**src/inc/tre_pkg.sv**
```systemverilog
// Constants and types for the temperature result encoder.
//
// Summary of operation
// - Standard format: unsigned whole degrees, 0 to 127.
// - Standard format: negative temperatures read high byte 00.
// - Standard format: above 127 reads high byte 7F.
// - Config bit two selects extended format.
// - Range change applies from next conversion only.
// - Extended format adds 64 to whole degrees.
// - Extended codes 00 to FF cover -64..191.
// - Two bytes: whole degrees, then fraction.
// - Fixed resolution of one sixteenth degree.
// - Fraction in upper nibble, lower nibble zero.
package tre_pkg;

    // Raw result: signed sixteenths of a degree
    localparam int TEMP_W = 13;
    localparam int FRAC_W = 4;
    localparam int WHOLE_W = TEMP_W - FRAC_W;

    localparam int CFG_EXT_BIT = 2;

    localparam logic signed [9:0] EXT_OFFSET = 10'sh040;
    localparam logic signed [9:0] STD_MAX = 10'sh07F;
    localparam logic signed [9:0] EXT_MAX = 10'sh0FF;
    localparam logic [7:0] STD_CAP_CODE = 8'h7F;
    localparam logic [7:0] EXT_CAP_CODE = 8'hFF;
    localparam logic [7:0] FLOOR_CODE = 8'h00;

    localparam logic [7:0] HIGH_RST = 8'h00;
    localparam logic [7:0] LOW_RST = 8'h00;
    localparam logic EXT_RST = 1'b0;

    localparam logic CH_LOCAL = 1'b0;
    localparam logic CH_REMOTE = 1'b1;

    typedef enum logic [0:0] {
        TRE_IDLE = 1'b0,
        TRE_CONV = 1'b1
    } tre_state_type;

endpackage : tre_pkg

```
**src/verilog/tre_encoder.sv**
```systemverilog
// Result encoder: latches range per conversion, stores local/remote bytes.
`timescale 1ns/1ns
module tre_encoder (
    input wire logic clk_sys_i,
    input wire logic rst_n_i,
    input wire logic [7:0] cfg1_i,
    input wire logic conv_start_i,
    input wire logic conv_done_i,
    input wire logic chan_i,
    input wire logic signed [tre_pkg::TEMP_W-1:0] temp_i,
    output logic busy_o,
    output logic ext_active_o,
    output logic [7:0] local_high_o,
    output logic [7:0] local_low_o,
    output logic [7:0] remote_high_o,
    output logic [7:0] remote_low_o,
    output logic local_upd_o,
    output logic remote_upd_o
);

    typedef struct packed {
        tre_pkg::tre_state_type state;
        logic ext;
        logic [7:0] loc_hi;
        logic [7:0] loc_lo;
        logic [7:0] rem_hi;
        logic [7:0] rem_lo;
        logic loc_upd;
        logic rem_upd;
    } tre_regs_type;

    tre_regs_type state_reg;
    tre_regs_type state_next;

    logic [7:0] code_high;
    logic [7:0] code_low;
    logic done_taken;

    ////////////////////////////////////////////////////////////////////////

    tre_code_calc u_calc (
        .temp_i(temp_i),
        .ext_i(state_reg.ext),
        .high_o(code_high),
        .low_o(code_low)
    );

    // A done pulse outside a conversion carries no valid range: dropped
    assign done_taken = (state_reg.state == tre_pkg::TRE_CONV) && conv_done_i;

    always_comb begin
        state_next = state_reg;
        state_next.loc_upd = 1'b0;
        state_next.rem_upd = 1'b0;
        unique case (state_reg.state)
            tre_pkg::TRE_IDLE: begin
                if (conv_start_i) begin
                    // Range sampled once so a mid-conversion change waits
                    state_next.ext = cfg1_i[tre_pkg::CFG_EXT_BIT];
                    state_next.state = tre_pkg::TRE_CONV;
                end
            end
            tre_pkg::TRE_CONV: begin
                if (conv_done_i) begin
                    state_next.state = tre_pkg::TRE_IDLE;
                    // Both bytes written in one edge from one result
                    if (chan_i == tre_pkg::CH_REMOTE) begin
                        state_next.rem_hi = code_high;
                        state_next.rem_lo = code_low;
                        state_next.rem_upd = 1'b1;
                    end else begin
                        state_next.loc_hi = code_high;
                        state_next.loc_lo = code_low;
                        state_next.loc_upd = 1'b1;
                    end
                end
            end
        endcase
    end

    always_ff @(posedge clk_sys_i or negedge rst_n_i) begin
        if (!rst_n_i) begin
            state_reg.state <= tre_pkg::TRE_IDLE;
            state_reg.ext <= tre_pkg::EXT_RST;
            state_reg.loc_hi <= tre_pkg::HIGH_RST;
            state_reg.loc_lo <= tre_pkg::LOW_RST;
            state_reg.rem_hi <= tre_pkg::HIGH_RST;
            state_reg.rem_lo <= tre_pkg::LOW_RST;
            state_reg.loc_upd <= 1'b0;
            state_reg.rem_upd <= 1'b0;
        end else begin
            state_reg <= state_next;
        end
    end

    assign busy_o = (state_reg.state == tre_pkg::TRE_CONV);
    assign ext_active_o = state_reg.ext;
    assign local_high_o = state_reg.loc_hi;
    assign local_low_o = state_reg.loc_lo;
    assign remote_high_o = state_reg.rem_hi;
    assign remote_low_o = state_reg.rem_lo;
    assign local_upd_o = state_reg.loc_upd;
    assign remote_upd_o = state_reg.rem_upd;

    ////////////////////////////////////////////////////////////////////////
    // Checks, written against the raw input so the calc block is covered

    function automatic logic signed [9:0] tre_whole(
        input logic signed [tre_pkg::TEMP_W-1:0] t
    );
        tre_whole = {t[tre_pkg::TEMP_W-1],
                     t[tre_pkg::TEMP_W-1:tre_pkg::FRAC_W]};
    endfunction : tre_whole

    logic signed [9:0] raw_whole;
    logic signed [9:0] raw_biased;
    logic [7:0] whole_code;
    logic [7:0] biased_code;
    logic [3:0] raw_frac;
    logic raw_in_range;
    logic [7:0] upd_hi;
    logic [7:0] upd_lo;
    logic any_upd;

    // Expected codes rebuilt from the raw input, not from the calc block
    assign raw_whole = tre_whole(temp_i);
    assign raw_biased = raw_whole + tre_pkg::EXT_OFFSET;
    assign whole_code = raw_whole[7:0];
    assign biased_code = raw_biased[7:0];
    assign raw_frac = temp_i[tre_pkg::FRAC_W-1:0];
    // Range in force decides whether the code is clamped
    assign raw_in_range = state_reg.ext
        ? (raw_biased >= 10'sh000 && raw_biased <= tre_pkg::EXT_MAX)
        : (raw_whole >= 10'sh000 && raw_whole <= tre_pkg::STD_MAX);

    assign any_upd = state_reg.loc_upd || state_reg.rem_upd;
    assign upd_hi = state_reg.rem_upd ? state_reg.rem_hi : state_reg.loc_hi;
    assign upd_lo = state_reg.rem_upd ? state_reg.rem_lo : state_reg.loc_lo;
endmodule : tre_encoder

```
**src/verilog/tre_code_calc.sv**
```systemverilog
// Combinational mapping of a raw temperature to high and low result bytes.
`timescale 1ns/1ns
module tre_code_calc (
    input wire logic signed [tre_pkg::TEMP_W-1:0] temp_i,
    input wire logic ext_i,
    output logic [7:0] high_o,
    output logic [7:0] low_o
);

    logic signed [9:0] whole;
    logic signed [9:0] biased;
    logic [7:0] frac_byte;

    // Floor division: fraction is always the positive remainder
    assign whole = {temp_i[tre_pkg::TEMP_W-1],
                    temp_i[tre_pkg::TEMP_W-1:tre_pkg::FRAC_W]};
    assign biased = whole + tre_pkg::EXT_OFFSET;
    assign frac_byte = {temp_i[tre_pkg::FRAC_W-1:0], 4'h0};

    always_comb begin
        high_o = tre_pkg::FLOOR_CODE;
        low_o = tre_pkg::LOW_RST;
        if (ext_i) begin
            if (biased < 10'sh000) begin
                high_o = tre_pkg::FLOOR_CODE;
            end else if (biased > tre_pkg::EXT_MAX) begin
                high_o = tre_pkg::EXT_CAP_CODE;
            end else begin
                high_o = biased[7:0];
                low_o = frac_byte;
            end
        end else begin
            if (whole < 10'sh000) begin
                high_o = tre_pkg::FLOOR_CODE;
            end else if (whole > tre_pkg::STD_MAX) begin
                high_o = tre_pkg::STD_CAP_CODE;
            end else begin
                high_o = whole[7:0];
                low_o = frac_byte;
            end
        end
    end

endmodule : tre_code_calc

```
**config.mk**
```make
export PLATFORM = sky130hd
export DESIGN_NAME = tre_encoder
export DESIGN_NICKNAME = d
export VERILOG_FILES = /design/src/inc/tre_pkg.sv /design/src/verilog/tre_encoder.sv /design/src/verilog/tre_code_calc.sv
export SDC_FILE = /design/constraint.sdc
export NUM_CORES = 1
export LEC_CHECK = 0
export CORE_ASPECT_RATIO = 1.25
export CORE_MARGIN = 5
export CORE_UTILIZATION = 55
export CTS_CLUSTER_SIZE = 10
export DETAILED_ROUTE_END_ITERATION = 10
export DONT_BUFFER_PORTS = 1
export PLACE_DENSITY_LB_ADDON = 0.25
export SYNTH_ARGS = -nofsm -noshare
export SYNTH_HDL_FRONTEND = slang
export SYNTH_SLANG_ARGS = --single-unit
```
**constraint.sdc**
```tcl
create_clock -name clk_sys_i -period 2.3 [get_ports clk_sys_i]
set_input_delay 0.46 -clock clk_sys_i [delete_from_list [all_inputs] [get_ports clk_sys_i]]
set_output_delay 0.46 -clock clk_sys_i [all_outputs]
set_load 0.02 [all_outputs]
```
### Word level (Yosys, flattened, before mapping)

Cells that the tools add are included.

| operators by class | value |
|---|---|
| add/subtract/negate cells | 1 |
| multiply operators | 0 |
| divide/modulo/power cells | 0 |
| magnitude comparators | 4 |
| equality and inequality tests | 0 |
| shifts and indexed selects | 0 |
| mux-type cells | 17 |
| bitwise logic cells | 2 |
| reduce and logical (&&, ||, !) cells | 3 |

Operators by type and width:

| kind | number |
|---|---|
| 8-bit two-way mux | 10 |
| 9-bit by 8-bit adder with 10-bit output (second input constant) | 1 |
| 10-bit by 9-bit greater-than comparator with 1-bit output (second input constant) | 1 |
| 10-bit by 1-bit < comparator with 1-bit output (second input constant) | 1 |
| 9-bit by 8-bit greater-than comparator with 1-bit output (second input constant) | 1 |
| 9-bit by 1-bit < comparator with 1-bit output (second input constant) | 1 |
| 2-bit two-way mux | 3 |
| 3-bit AND reduction | 2 |
| 1-bit two-way mux | 3 |
| 1-bit inverter | 2 |
| 1-bit case mux with 2 select lines | 1 |
| 2-bit AND reduction | 1 |

| storage, ports and cells | value |
|---|---|
| register bits | 36 |
| latch bits | 0 |
| RAM bits | 0 |
| bits in read-only memories | 0 |
| bits of input ports | 26 |
| memories kept | 0 |

### Depth between registers and ports, before layout

| depth | value |
|---|---|
| word-level depth | 5 |
| gate-level depth with buffers | 6 |
| mapped depth without buffers | 6 |

### Cells and area by module

A second synthesis with hierarchy kept.

| unflattened totals | value |
|---|---|
| cell total of the unflattened synthesis | 136 |
| area total of the unflattened synthesis | 1,722.9 um^2 |

Modules (own cells, without submodules):

| module | instances | cells an instance | area each (um^2) | sequential area each (um^2) |
|---|---|---|---|---|
| tre_encoder | 1 | 78 | 1,341.3 | 900.9 |
| tre_code_calc | 1 | 58 | 381.6 | 0.0 |

### Least setup slack after synthesis

OpenSTA, ideal clock, no wires.

| path | value |
|---|---|
| path kind | input -> register |
| from | input port temp_i[10] (netlist bit) |
| to | register state_reg (netlist bit local_high_o[2]) |
| library setup time | 129 ps |
| arrival time | 1,473 ps |
| data required time | 2,171 ps |
| setup slack | 697 ps |
| stages on the path | 6 |
| path buffers | 1 |
| path through | ha_1 -> xor2_1 -> buf_2 -> nor2_1 -> nor2_1 -> o41a_1 |

| on the way | value |
|---|---|
| longest elaborated chain between the ends | 5 |

RTL lines:

| what | line | RTL |
|---|---|---|
| start: declaration | tre_encoder.sv:10 | `input wire logic signed [tre_pkg::TEMP_W-1:0] temp_i,` |
| 9-bit by 8-bit adder with 10-bit output | -- |  |
| 10-bit by 9-bit greater-than comparator with 1-bit output | tre_code_calc.sv:26 | `end else if (biased > tre_pkg::EXT_MAX) begin` |
| 8-bit two-way mux | tre_code_calc.sv:26 |  |
| 8-bit two-way mux | tre_code_calc.sv:24 | `if (biased < 10'sh000) begin` |
| 8-bit two-way mux (*) | tre_code_calc.sv:23 | `if (ext_i) begin` |
| end signal: assignment | tre_encoder.sv:92 | `state_reg <= state_next;` |
| end: declaration | tre_encoder.sv:32 | `tre_regs_type state_reg;` |

Mark *: on every way between the ends. The rest lies on a longest branch, timed or not.
A chain may end at the register's enable or synchronous reset.

### Worst setup path in the final report

| path | value |
|---|---|
| from | input port temp_i[10] (netlist bit) |
| to | register state_reg (netlist bit local_high_o[5]) |

Same word-level chain as after synthesis.

==> results.md <==
* Slowest-stage cell, CP: xor2_1
* Crit Reg-Reg Startpoint: busy_o
* Clk root buf: clkbuf_4
* Fillers at between 200 and 250
* CTS max path bufs at 2
* EDFF count, synth at 0
* Hold Crit Start: temp_i[8]
* Antenna-violating nets left at 0
* Crit path DAT at slightly below 2 ns
* Gr ovfl total at 0
* Mapped cell area at 1560 sq um
* Top-area cell type share of the netlist area at 45.0%
* Starting Density at 57.5%
* Count leader, synth: dfrtp_1
* Count of different cell masters after synthesis at 35
* Initial antenna violation count at 0
* Worst-margin pin slew at around 0.83 ns
* Vias in the first global route at 1296
* Async SR Flop Fraction at 100%
* H-tree lvl count at 1
* Global-route total usage across every layer at 18.3%
* Ports at 62
* Flops & latches, synth at 28
* Layout cells sized above 1 at about a tenth
* Synth Warn # at 0
* Crit path max fanout at 12
* Fin nets at 192
* Largest net degree at the start of global routing at 29
* Tightest Hold Check Type: in2reg
* Reg clk slew, reported paths at 0.16 ns
* Die ar. at 4000 sq um
* Dpl hpwl at 2.64 mm
* Pins Over Slew Limit at 0
* Drt pass-1 iters at 4
* Top cells by area, synth: dfrtp_1 45%, o41a_1 8.7%, nor2_1 5.5%, nand2_1 4.6%, buf_4 3.9%
* Hold Fails Final Rpt at 0
* Average size of a mapped cell at 9.67 sq um
* Pleak at 0.710 nW
* Slew HR at 44.5%
* WL per Instance at approximately 19 um
* Req. time, crit path at 2.59 ns
* Critical Path End Type: flop
* Max VDD drop at 0.666 mV
* CP Class: in2reg
* Tcrit/Tclk final at 74.1%
* Worst setup path start: temp_i[10]
* Layout area overhead at 5.23%
* Die Span X at 57.6 um
* Pwr Total at 1.58 mW
* Via count at around 1300
* Synthesized instance count at 161
* Setup Viol. Count Final at 0
* Register area share after synthesis at 45.0%
* CP bufs+invs at 0
* Worst-Skew Late Latency at between 0.3 and 0.4 ns
* Remaining DRCs at 0
* Main synth FF type: dfrtp_1
* Status: finished, final reports clean
* Power Dens Cells at 965 nW/um^2
* Post-synth top area cell: dfrtp_1
* Ant. Diodes at 0
* Core ar. at 2710 sq um
* TNS Setup at 0 ns
* Post-CTS Setup Inserts at 0
* Global placement routability congestion at approximately 0.84
* FP Rows at 21
* Overall routed net length at 3.64 mm
* First-pass GRT wire length at between 6 and 7 mm
* Max incr delay on CP at 0.69 ns
* FMAX at between 0.5 and 0.6 GHz
* Critical path startpoint category: primary input
* Iteration-0 DRC Markers at between 40 and 50
* Final worst path period need at approximately 1.7 ns
* Sink Count at 28
* Vias per cell at 6.40
* Top cells by count, synth: 28 x dfrtp_1, 23 x nor2_1, 19 x nand2_1
* IO Port Bufs at 0
* Max Cap Violations at 0
* TritonCTS Buffers at 3
* Crit-path cells: ha_1 -> xor2_1 -> o211ai_1 -> a2bb2oi_1 -> o41a_1
* RSZ-0062 raised after global routing: no
* TritonCTS clock tree: built
* CP top delay family: XOR/XNOR gates
* Chip height at slightly below 70 um
* Setup clock skew after layout at 0.00878 ns
==> power by group <==
group / internal [mW] / switching [mW] / leakage, nW
combinational: 0.175 / 0.199 / 0.333
sequential: 0.620 / 0.260 / 0.349
clock: 0.176 / 0.149 / 0.0279
total: 0.972 / 0.608 / 0.710
==> state kept, by name, summed over array words and instances (netlist names) <==
register       flops
remote_upd_o       1
local_low_o        4
local_high_o       8
busy_o             1
remote_high_o      8
remote_low_o       4
local_upd_o        1
ext_active_o       1
==> routing by layer <==
layer	GRT usage [%]	wire, um	vias to the layer above
li1	-	-	578
met1	20.9	1360	621
met2	31.5	1890	52
met3	5.77	356	4
met4	6.19	26	0
met5	0	0	-
==> stage by stage <==
stage                     utilization, %  cells  cell area, sq um  hold slack [ns]  setup WS [ns]
after floorplan                        -    168              1580            0.164          0.697
after global placement              57.5    190              1560            0.165          0.323
after detailed placement            57.5    190              1560            0.165          0.279
after CTS                           60.5    196              1640            0.254          0.649
after global routing                60.5    196              1640            0.251          0.510
final                               60.5    196              1640            0.266          0.596
==> repair_timing <==
| item | in CTS | in global routing |
|---|---|---|
| resized for setup | 0 | 0 |
| hold buffers | 2 | 0 |
| endpoints found under the setup margin | 0 | 0 |
| hold endpoints to repair | 28 | 0 |
==> cell type report <==
type,instances,area [sq um],share of cell area [%]
clock buffer,3,22.5,1.38
clock inverter,1,30.0,1.83
inverter,6,22.5,1.38
multi-input combinational,118,759,46.4
sequential,28,701,42.8
tap,34,42.5,2.60
timing repair buffer,6,60.1,3.67
==> layout by cell type (no fill, tap or decap), types with 4 or more instances in the layout <==
cell       count
conb_1         8
a2bb2oi_1      6
nand2_1       19
o41a_1        12
a21oi_1        6
dfrtp_1       28
inv_1          5
nor2_1        23
o21ai_1        5
o211ai_1       6
buf_4          4
o31ai_1        8
==> final timing paths <==
path | slack [ns] | endpoint | cells past startpoint
worst max-delay path | 0.60 | local_high_o[5] | 5
worst min-delay path | 0.27 | remote_high_o[4] | 1
worst max register to register | 0.77 | local_high_o[0] | 4
worst min register to register | 0.64 | local_low_o[4] | 2
max in group asynchronous | 1.61 | local_high_o[7] | 2
min in group asynchronous | 0.53 | local_low_o[4] | 2
==> cells by family (layout without fill, tap and decap cells) <==
group / count (synthesis) / in the layout / share of synthesized area [%]
simple gates: 52 / 52 / 15.3
fa+ha+maj: 3 / 3 / 2.41
xor+xnor: 1 / 1 / 0.563
compound gates: 53 / 53 / 27.9
buf+inv: 22 / 16 / 7.88
mux: 1 / 1 / 0.723
flops: 28 / 28 / 45.0
other cells: 1 / 8 / 0.241
Power figures use the tool's default switching activity.
